`config.mk`:
```
export PLATFORM = sky130hd
export DESIGN_NAME = text_glyph_render
export DESIGN_NICKNAME = d
export VERILOG_FILES = /design/src/core/glyph_addr_calc.v /design/src/core/text_glyph_render.v
export VERILOG_INCLUDE_DIRS = /design/src /design/src/inc
export SDC_FILE = /design/constraint.sdc
export NUM_CORES = 1
export LEC_CHECK = 0
export BUFFER_PORTS_ARGS = -buffer_cell sky130_fd_sc_hd__clkbuf_2
export CELL_PAD_IN_SITES_DETAIL_PLACEMENT = 0
export CELL_PAD_IN_SITES_GLOBAL_PLACEMENT = 2
export CORE_UTILIZATION = 36
export CTS_CLUSTER_SIZE = 14
export DETAILED_ROUTE_END_ITERATION = 7
export HOLD_SLACK_MARGIN = 0.15
export PLACE_DENSITY = 0.8
export REMOVE_ABC_BUFFERS = 1
export SETUP_SLACK_MARGIN = 0.3
export SYNTH_ARGS = -nofsm -noshare
export SYNTH_HDL_FRONTEND = slang
export SYNTH_HIERARCHICAL = 1
export SYNTH_SLANG_ARGS = --single-unit
```
`constraint.sdc`:
```
create_clock -name core_clk_in -period 8.1 [get_ports core_clk_in]
set_input_delay 0.405 -clock core_clk_in [delete_from_list [all_inputs] [get_ports core_clk_in]]
set_output_delay 0.405 -clock core_clk_in [all_outputs]
set_load 0.005 [all_outputs]
```
`src/inc/glyph_defs.vh`:
```
`ifndef GLYPH_DEFS_VH
`define GLYPH_DEFS_VH

// Glyph size classes. A half-width class pairs with the full-width class of equal height.
`define SIZE_SMALL 2'h0
`define SIZE_MID 2'h1
`define SIZE_LARGE 2'h2
`define SIZE_BAD 2'h3

// Bit of a user glyph code that selects the full-width range.
`define FULL_BIT 15

// Bytes per user glyph.
`define STRIDE_H_S 8'h10
`define STRIDE_H_M 8'h30
`define STRIDE_H_L 8'h40
`define STRIDE_F_S 8'h20
`define STRIDE_F_M 8'h48
`define STRIDE_F_L 8'h80

// Glyph widths in pixels.
`define W_H_S 6'h08
`define W_H_M 6'h0C
`define W_H_L 6'h10
`define W_F_S 6'h10
`define W_F_M 6'h18
`define W_F_L 6'h20

// Glyph heights in pixels.
`define H_S 6'h10
`define H_M 6'h18
`define H_L 6'h20

// Pixels taken from one glyph byte.
`define BITS_FULL 4'h8
`define BITS_NIBBLE 4'h4

// Embedded character sets.
`define ROM_SET_LATIN1 2'h0
`define ROM_SET_LATIN2 2'h1
`define ROM_SET_LATIN4 2'h2
`define ROM_SET_CYRILLIC 2'h3

// Embedded store address layout: {size, set, code, byte}.
`define ROM_CODE_W 8
`define ROM_BYTE_W 6
`define ROM_ADDR_W 18
`define PROD_W 24

`endif

```
`src/core/glyph_addr_calc.v`:
```
`include "glyph_defs.vh"

module glyph_addr_calc #(
  parameter ADDR_W = 32
) (
  input wire core_clk_in,
  input wire rst_in,
  input wire start_in,
  input wire [15:0] code_in,
  input wire [1:0] size_in,
  input wire [ADDR_W-1:0] base_in,
  output reg [ADDR_W-1:0] addr_out
);

  function [7:0] stride;
    input [1:0] size;
    input full;
    begin
      case (size)
        `SIZE_SMALL: stride = full ? `STRIDE_F_S : `STRIDE_H_S;
        `SIZE_MID: stride = full ? `STRIDE_F_M : `STRIDE_H_M;
        `SIZE_LARGE: stride = full ? `STRIDE_F_L : `STRIDE_H_L;
        default: stride = 8'h00;
      endcase
    end
  endfunction

  wire [`PROD_W-1:0] prod;
  wire [ADDR_W-1:0] nxt_addr;

  // The code is a relative glyph index; base plus code times stride is absolute.
  assign prod = code_in * stride(size_in, code_in[`FULL_BIT]);
  assign nxt_addr = base_in + {{(ADDR_W-`PROD_W){1'b0}}, prod};

  always @(posedge core_clk_in or posedge rst_in) begin
    if (rst_in) begin
      addr_out <= {ADDR_W{1'b0}};
    end else if (start_in) begin
      addr_out <= nxt_addr;
    end
  end

endmodule

```
`src/core/text_glyph_render.v`:
```
// Operation
// - Glyphs come from embedded store or user area.
// - Embedded store offers four 8-bit character sets.
// - Embedded glyphs in 8x16, 12x24, 16x32.
// - Latin-1 codes 80h-9Fh are printable glyphs.
// - User codes below 8000h are half width.
// - User codes 8000h and above are full width.
// - Full width sizes 16x16, 24x24, 32x32.
// - Code becomes absolute address, glyph copied out.
// - Set pixels foreground, clear pixels background.
// - 8x16 glyph address is base plus code*16.
// - 16x16 glyph address is base plus code*32.
// - 12x24 glyph address is base plus code*48.
// - 12x24 odd bytes drop their low nibble.
// - 24x24 glyph address is base plus code*72.
// - 16x32 glyph address is base plus code*64.
// - 32x32 glyph address is base plus code*128.
// - Glyph bytes fetched at ascending consecutive addresses.
`include "glyph_defs.vh"

module text_glyph_render #(
  parameter ADDR_W = 32,
  parameter COLOR_W = 24
) (
  input wire core_clk_in,
  input wire rst_in,
  input wire char_valid_in,
  output wire char_ready_out,
  input wire [15:0] char_code_in,
  input wire user_glyph_sel_in,
  input wire [1:0] rom_set_in,
  input wire [1:0] glyph_size_in,
  input wire [ADDR_W-1:0] glyph_area_base_in,
  input wire [COLOR_W-1:0] fg_color_in,
  input wire [COLOR_W-1:0] bg_color_in,
  input wire [ADDR_W-1:0] dest_addr_in,
  input wire [ADDR_W-1:0] line_pitch_in,
  output wire rom_rd_out,
  output wire [`ROM_ADDR_W-1:0] rom_addr_out,
  input wire [7:0] rom_data_in,
  output wire mem_rd_req_out,
  output wire [ADDR_W-1:0] mem_rd_addr_out,
  input wire mem_rd_ack_in,
  input wire [7:0] mem_rd_data_in,
  output wire pix_valid_out,
  input wire pix_ready_in,
  output wire [ADDR_W-1:0] pix_addr_out,
  output wire [COLOR_W-1:0] pix_color_out,
  output wire busy_out,
  output reg done_out,
  output reg size_err_out
);

  localparam ST_IDLE = 3'h0;
  localparam ST_ADDR = 3'h1;
  localparam ST_FETCH = 3'h2;
  localparam ST_ROMWAIT = 3'h3;
  localparam ST_DRAW = 3'h4;

  function [5:0] glyph_width;
    input [1:0] size;
    input full;
    begin
      case (size)
        `SIZE_SMALL: glyph_width = full ? `W_F_S : `W_H_S;
        `SIZE_MID: glyph_width = full ? `W_F_M : `W_H_M;
        `SIZE_LARGE: glyph_width = full ? `W_F_L : `W_H_L;
        default: glyph_width = `W_H_S;
      endcase
    end
  endfunction

  function [5:0] glyph_height;
    input [1:0] size;
    begin
      case (size)
        `SIZE_SMALL: glyph_height = `H_S;
        `SIZE_MID: glyph_height = `H_M;
        `SIZE_LARGE: glyph_height = `H_L;
        default: glyph_height = `H_S;
      endcase
    end
  endfunction

  // Pixels contributed by a byte; only the 12-wide half size uses a nibble.
  function [3:0] byte_bits;
    input [1:0] size;
    input full;
    input odd;
    begin
      if (size == `SIZE_MID && !full && odd) begin
        byte_bits = `BITS_NIBBLE;
      end else begin
        byte_bits = `BITS_FULL;
      end
    end
  endfunction

  reg [2:0] state_ff;
  reg [15:0] code_ff;
  reg user_ff;
  reg full_ff;
  reg [1:0] set_ff;
  reg [1:0] size_ff;
  reg [COLOR_W-1:0] fg_ff;
  reg [COLOR_W-1:0] bg_ff;
  reg [ADDR_W-1:0] pitch_ff;
  reg [ADDR_W-1:0] row_base_ff;
  reg [ADDR_W-1:0] pix_addr_ff;
  reg [COLOR_W-1:0] pix_color_ff;
  reg [ADDR_W-1:0] mem_addr_ff;
  reg [6:0] byte_idx_ff;
  reg [5:0] x_ff;
  reg [5:0] y_ff;
  reg [5:0] w_ff;
  reg [5:0] h_ff;
  reg [7:0] shift_ff;
  reg [3:0] bits_left_ff;

  wire [ADDR_W-1:0] glyph_start;
  wire accept;
  wire byte_in;
  wire [7:0] byte_data;
  wire advance;
  wire last_bit;
  wire row_end;
  wire last_row;
  wire [ADDR_W-1:0] next_row_base;
  wire [7:0] shifted;
  wire in_full;

  glyph_addr_calc #(
    .ADDR_W(ADDR_W)
  ) u_addr (
    .core_clk_in(core_clk_in),
    .rst_in(rst_in),
    .start_in(accept),
    .code_in(char_code_in),
    .size_in(glyph_size_in),
    .base_in(glyph_area_base_in),
    .addr_out(glyph_start)
  );

  assign char_ready_out = (state_ff == ST_IDLE);
  assign accept = char_valid_in && char_ready_out;
  assign busy_out = (state_ff != ST_IDLE);

  // Only user glyph codes reach the full-width range; embedded codes are 8-bit.
  assign in_full = user_glyph_sel_in && char_code_in[`FULL_BIT];

  // Embedded store address; every code of a set, 80h-9Fh included, has a glyph.
  assign rom_rd_out = (state_ff == ST_FETCH) && !user_ff;
  assign rom_addr_out = {size_ff, set_ff, code_ff[`ROM_CODE_W-1:0],
                         byte_idx_ff[`ROM_BYTE_W-1:0]};

  assign mem_rd_req_out = (state_ff == ST_FETCH) && user_ff;
  assign mem_rd_addr_out = mem_addr_ff;

  assign byte_in = (state_ff == ST_FETCH && user_ff && mem_rd_ack_in) ||
                   (state_ff == ST_ROMWAIT);
  assign byte_data = user_ff ? mem_rd_data_in : rom_data_in;

  assign pix_valid_out = (state_ff == ST_DRAW);
  assign pix_addr_out = pix_addr_ff;
  assign pix_color_out = pix_color_ff;

  assign advance = (state_ff == ST_DRAW) && pix_ready_in;
  assign last_bit = (bits_left_ff == 4'h1);
  assign row_end = (x_ff == w_ff - 6'h01);
  assign last_row = (y_ff == h_ff - 6'h01);
  assign next_row_base = row_base_ff + pitch_ff;
  assign shifted = {shift_ff[6:0], 1'b0};

  always @(posedge core_clk_in or posedge rst_in) begin
    if (rst_in) begin
      state_ff <= ST_IDLE;
      code_ff <= 16'h0000;
      user_ff <= 1'b0;
      full_ff <= 1'b0;
      set_ff <= `ROM_SET_LATIN1;
      size_ff <= `SIZE_SMALL;
      fg_ff <= {COLOR_W{1'b0}};
      bg_ff <= {COLOR_W{1'b0}};
      pitch_ff <= {ADDR_W{1'b0}};
      row_base_ff <= {ADDR_W{1'b0}};
      w_ff <= `W_H_S;
      h_ff <= `H_S;
      size_err_out <= 1'b0;
    end else begin
      size_err_out <= 1'b0;
      if (accept) begin
        if (glyph_size_in == `SIZE_BAD) begin
          // An unsupported size is consumed and flagged, nothing is drawn.
          size_err_out <= 1'b1;
        end else begin
          code_ff <= char_code_in;
          user_ff <= user_glyph_sel_in;
          full_ff <= in_full;
          set_ff <= rom_set_in;
          size_ff <= glyph_size_in;
          // Colors are held for the whole glyph so a host update cannot tear it.
          fg_ff <= fg_color_in;
          bg_ff <= bg_color_in;
          pitch_ff <= line_pitch_in;
          row_base_ff <= dest_addr_in;
          w_ff <= glyph_width(glyph_size_in, in_full);
          h_ff <= glyph_height(glyph_size_in);
          // The start address is latched on accept so it is settled during the address state.
          state_ff <= ST_ADDR;
        end
      end else begin
        case (state_ff)
          ST_IDLE: begin
            state_ff <= ST_IDLE;
          end
          ST_ADDR: begin
            state_ff <= ST_FETCH;
          end
          ST_FETCH: begin
            if (!user_ff) begin
              state_ff <= ST_ROMWAIT;
            end else if (mem_rd_ack_in) begin
              state_ff <= ST_DRAW;
            end
          end
          ST_ROMWAIT: begin
            state_ff <= ST_DRAW;
          end
          ST_DRAW: begin
            if (advance && last_bit) begin
              if (row_end) begin
                row_base_ff <= next_row_base;
                state_ff <= last_row ? ST_IDLE : ST_FETCH;
              end else begin
                state_ff <= ST_FETCH;
              end
            end
          end
          default: begin
            state_ff <= ST_IDLE;
          end
        endcase
      end
    end
  end

  // Byte walk and pixel generation.
  always @(posedge core_clk_in or posedge rst_in) begin
    if (rst_in) begin
      mem_addr_ff <= {ADDR_W{1'b0}};
      byte_idx_ff <= 7'h00;
      x_ff <= 6'h00;
      y_ff <= 6'h00;
      shift_ff <= 8'h00;
      bits_left_ff <= 4'h0;
      pix_addr_ff <= {ADDR_W{1'b0}};
      pix_color_ff <= {COLOR_W{1'b0}};
      done_out <= 1'b0;
    end else begin
      done_out <= 1'b0;
      if (accept) begin
        byte_idx_ff <= 7'h00;
        x_ff <= 6'h00;
        y_ff <= 6'h00;
        pix_addr_ff <= dest_addr_in;
      end
      if (state_ff == ST_ADDR) begin
        mem_addr_ff <= glyph_start;
      end
      if (byte_in) begin
        shift_ff <= byte_data;
        bits_left_ff <= byte_bits(size_ff, full_ff, byte_idx_ff[0]);
        pix_color_ff <= byte_data[7] ? fg_ff : bg_ff;
      end
      if (advance) begin
        if (last_bit) begin
          byte_idx_ff <= byte_idx_ff + 7'h01;
          mem_addr_ff <= mem_addr_ff + {{(ADDR_W-1){1'b0}}, 1'b1};
          if (row_end) begin
            x_ff <= 6'h00;
            y_ff <= y_ff + 6'h01;
            pix_addr_ff <= next_row_base;
            done_out <= last_row;
          end else begin
            x_ff <= x_ff + 6'h01;
            pix_addr_ff <= pix_addr_ff + {{(ADDR_W-1){1'b0}}, 1'b1};
          end
        end else begin
          shift_ff <= shifted;
          bits_left_ff <= bits_left_ff - 4'h1;
          pix_color_ff <= shifted[7] ? fg_ff : bg_ff;
          x_ff <= x_ff + 6'h01;
          pix_addr_ff <= pix_addr_ff + {{(ADDR_W-1){1'b0}}, 1'b1};
        end
      end
    end
  end

endmodule

```
After elaboration in Yosys (flattened, before gate mapping). Index checks and enable logic that the tools add are counted.

Bitwise operators: 1. $add $sub $neg: 10. Multipliers: 1. Muxes and demuxes: 58. Eq/ne operators: 14. Reduce and logical (&&, ||, !) cells: 22.

Operator list (count): $mux W32 (12); $mux W24 (5); $add A32 B1 Y32 const B (2); $mux W6 (10); $mux W8 (5); $add A32 B24 Y32 (1); $add A32 B32 Y32 (1); $mux W7 (4); $mul A16 B8 Y24 (1); $pmux W8 S3 (1); $pmux W6 S3 (1); $mux W4 (4); $mux W3 (5); $add A6 B1 Y6 const B (2); $eq A6 B6 Y1 (2); $pmux W3 S4 (1); $pmux W6 S2 (1); $sub A6 B1 Y6 const B (2); $mux W5 (2); $logic_and A1 B1 Y1 (9); $reduce_bool A2 Y1 (4); $add A7 B1 Y7 const B (1); $eq A3 B2 Y1 const B (2); $mux W1 (5); other kinds (19) (23).

Bits of input ports: 186. Logic and storage cells: 129. Output and inout bits: 113. Register bits: 294.

Longest topological paths before layout.
Word-level depth: 7. Depth in mapped cells: 20. Gate-level depth less buffers: 18.

Cells and area by module. The synthesis kept the hierarchy.

Modules (own cells, without submodules): text_glyph_render (seq. area each 6383.6 µm², area an instance 14264.9 µm², cells each 1489, times used 1); glyph_addr_calc (seq. area each 800.8 µm², area an instance 5283.8 µm², cells each 580, times used 1).

Worst setup path before layout. Ideal clock, no wire load.

Path kind: input -> register. Start point: input glyph_size_in[0]. End point: register u_addr.addr_out[23]. Stages on the path: 19. Path buffers: 3. Data arrival time: 5.101 ns. Setup slack: 2.928 ns. Required time: 8.029 ns. Library setup time: 0.071 ns. Cell sequence: and3b_1 clkbuf_1 nor2_1 clkbuf_1 nor2b_1 fa_1 fa_1 fa_1 inv_1 fa_1 inv_1 ha_1 buf_6 a21oi_4 o21ai_1 a221o_1 o21a_2 a311o_1 nand4_1.

Longest elaborated chain between the ends: 4. Elaborated cells between the ends (all ways): 6. Classes of those cells: 1 x add/sub; 1 x mul; 2 x eq/ne; 1 x mux; 1 x reduce/logical.

Ends and longest elaborated chain: start, declared (line text_glyph_render.v:32) `input wire [1:0] glyph_size_in,`; $eq A2 B2 Y1, or another cell as far along (line glyph_addr_calc.v:19) `case (size)`; $pmux W8 S3 * (line glyph_addr_calc.v:19); $mul A16 B8 Y24 * (line glyph_addr_calc.v:32) `` assign prod = code_in * stride(size_in, code_in[`FULL_BIT]); ``; $add A32 B24 Y32 * (line glyph_addr_calc.v:33) `` assign nxt_addr = base_in + {{(ADDR_W-`PROD_W){1'b0}}, prod}; ``; end signal, assigned (line glyph_addr_calc.v:37) `addr_out <= {ADDR_W{1'b0}};`; end signal, assigned (line glyph_addr_calc.v:39) `addr_out <= nxt_addr;`; end, declared (line glyph_addr_calc.v:12) `output reg [ADDR_W-1:0] addr_out`.

Every way passes the cells marked *; elsewhere a longest branch is shown, timed or not. A chain may end at the register's enable or synchronous reset.

Worst setup path in the final report.
Start point: input glyph_size_in[1]. End point: register u_addr.addr_out[23].

The elaborated chain is that of the path after synthesis.

==> metrics <==
clk root buf=clkbuf_16; max-slew violations=0; Finished Layout Cells=3159; CP most frequent cell=fa_1; Cells after DPL=2985; Core Area=53710 um2; Avg WL per Cell=19.02 um; Placement Rows=85; final setup violation count=0; Pleak=11.23 nW; Post-CTS Setup Bufs=0; Worst path depth=18; vias in the first global route=17080; Slew headroom=0.2298; Routed WL=60090 um; fmax=180.4 MHz; mean post-synth cell area=9.448 um2; pre-CTS WS=2.006 ns; chip height=235.0 um; RSZ-0062 raised after global routing=false; largest net degree at the start of global routing=138; Placer Congestion=0.8867; Crit Path Category=primary input to register; clk_lat worst skew=0.55 ns; R2R Path End=bg_ff[3]; post-route ant nets=0; Hold Crit Class=primary input to register; Pre-antenna DRT Iters=5; number of buffers and inverters on the critical path=4; Seq/Total Area, Yosys=0.3675; CTS tree=built; status=completed; CP max-delay cell=nor2_1; top-area cell type share of the netlist area=0.3648; Post-synth ARST share=1.000; most used flip-flop cell after synthesis=dfrtp_1; arrival time at the worst endpoint=6.03 ns; skew final=0.02411 ns; GRT overflow=0; fin util=0.4470; Worst Setup SP=glyph_size_in[1]; Via Count=16890; first-pass GRT wire length=96080 um; Post-Synthesis Cells=2069; Longest Clk Path Bufs=3; clock slew at reported path FFs=0.06 ns; DRC=0; minimum clock period=5.543 ns; worst reg2reg path depth=7; Worst Tran Pin Value=1.151 ns; All-Layer GR Usage=0.2177; critical path launch point type=primary input; Min-Delay Endpoint=code_ff[6]; fraction of layout cells with a size suffix above 1=0.2162; area of the mapped netlist=19550 um2; CP Max Fanout=18; setup TNS=0 ns; worst path required time=8.59 ns; min-delay src=char_code_in[6]; period utilisation layout=0.6843; post-DP HPWL=42640 um; area grow syn2layout=22.80%; Syn. warnings=6; CP cell instances=clkbuf_2, and3b_1, buf_4, nor2_1, nor2b_1, fa_1, fa_1, inv_1, fa_1, fa_1, inv_1, ha_1, a21oi_2, o21ai_1, a221o_1, o21a_2, a311o_1, nand4_1; Die W=235.0 um; DR vias/cell=5.347; Hold Crit Depth=2; Nets=2789; maximum vdd drop=0.1403 mV; commonest cells in the netlist=dfrtp_1, nor2_1, nand2_1; PortBufs=298; Reg2Reg Setup Slack=4.53 ns; min setup slack post-route=2.557 ns; Max Cap Viol=0; Inserted Clock Buffers=38; distinct cell type count after synthesis=99; # IOs=299; CP peak stage delay=0.78 ns; leading area contributor after synthesis=dfrtp_1; family with the most delay on the worst path=adder cells; pwr dens=360.4 nW/um2; Worst setup EP type=register; Hold Vio Cnt, Final=0; DR iter-0 viols=884; CTS sink cnt=287; initial antenna violation count=2; Synth area leaders=dfrtp_1, ha_1, fa_1, mux2_2, a21oi_1; R2R Path Start=state_ff[1]; effective utilization at floorplan=0.3640; most frequent cell after synthesis=dfrtp_1; EDFF count, synth=0; Clock H-tree levels=2; flops & latches, synth=287; Die Area=55240 um2
metrics by stage:
step / area [um2] / hold slack (ns) / power (mW)
2_1_floorplan: 19120 / 0.4502 / 5.567
3_3_place_gp: 21700 / 0.4584 / 6.823
3_5_place_dp: 21700 / 0.4691 / 6.916
4_1_cts: 24000 / 0.1543 / 8.723
5_1_grt: 24010 / 0.1731 / 9.343
6_report: 24010 / 0.1851 / 8.651
cells in the final DEF, fill, tap and decap left out, types with 7 or more instances in the layout:
cell type | synthesis | routed
and3_1 | 40 | 40
o211ai_1 | 19 | 19
mux2i_1 | 62 | 61
dfrtp_1 | 285 | 285
xnor2_1 | 40 | 40
xor2_1 | 23 | 23
o22ai_1 | 16 | 16
clkbuf_1 | 56 | 7
o21ai_0 | 111 | 111
clkbuf_8 | 0 | 14
a21o_1 | 29 | 29
a21oi_1 | 155 | 155
o31ai_1 | 8 | 8
nor2_1 | 182 | 181
mux2_2 | 108 | 108
inv_1 | 123 | 121
and2_1 | 66 | 66
nand3_1 | 48 | 48
clkbuf_16 | 0 | 38
clkbuf_2 | 0 | 298
nor2b_1 | 22 | 22
nand2b_1 | 8 | 8
a211oi_1 | 44 | 44
dlygate4sd3_1 | 0 | 105
nand4_1 | 32 | 32
ha_1 | 108 | 108
nor3_1 | 28 | 28
o21a_1 | 14 | 14
nand2_1 | 163 | 162
a311oi_1 | 7 | 7
a31oi_1 | 21 | 21
fa_1 | 61 | 61
o21ai_1 | 7 | 7
buf_4 | 3 | 20
per-layer routing:
layer | GRT usage | routed length, um
met3 | 0.03701 | 2870
met5 | 0 | 0
met4 | 0.06858 | 1756
met1 | 0.3014 | 28390
met2 | 0.3458 | 27070
power breakdown:
part           leakage, nW  switching, mW  internal (mW)
Clock                0.614          0.672           1.02
Sequential            3.44          0.625           2.12
Combinational         7.17           2.35           1.87
Total                 11.2           3.64           5.01
worst max path at each step:
stage / endpoint
global route: u_addr/addr_out[31]
CTS: u_addr/addr_out[25]
floorplan: bg_ff[0]
finish: u_addr/addr_out[23]
detailed placement: u_addr/addr_out[23]
global placement: u_addr/addr_out[23]
layout make-up:
class	instances	area, um2
Antenna cell	2	5.005
Clock buffer	59	1170
Clock inverter	8	85.08
Fill cell	5268	29700
Inverter	124	474.2
Multi-Input combinational cell	1559	11500
Sequential cell	287	7184
Tap cell	696	870.8
Timing Repair Buffer	424	2713
cells by family after synthesis:
group	count (synthesis)	synth area share
muxes	170	0.09396
AOI/OAI and AO/OA	515	0.1687
other	1	0.0001918
xor gates and xnor gates	64	0.02944
and+or+nand+nor	640	0.1628
buffers and inverters	223	0.04576
adders and majority gates	169	0.1316
DFF	287	0.3675
state kept, by name, indices dropped and copies added, names as in the netlist, 8 cells and up:
| signal | count |
|---|---|
| mem_rd_addr_out | 32 |
| pitch_ff | 32 |
| pix_addr_out | 32 |
| row_base_ff | 32 |
| u_addr/addr_out | 32 |
| bg_ff | 24 |
| fg_ff | 24 |
| pix_color_out | 24 |
| code_ff | 8 |
repair_timing:
action / 4_1_cts / 5_1_grt
gates resized for setup: 0 / 0
endpoints found under the hold margin: 256 / 0
hold buffers: 105 / 0
Power figures use the tool's default switching activity.
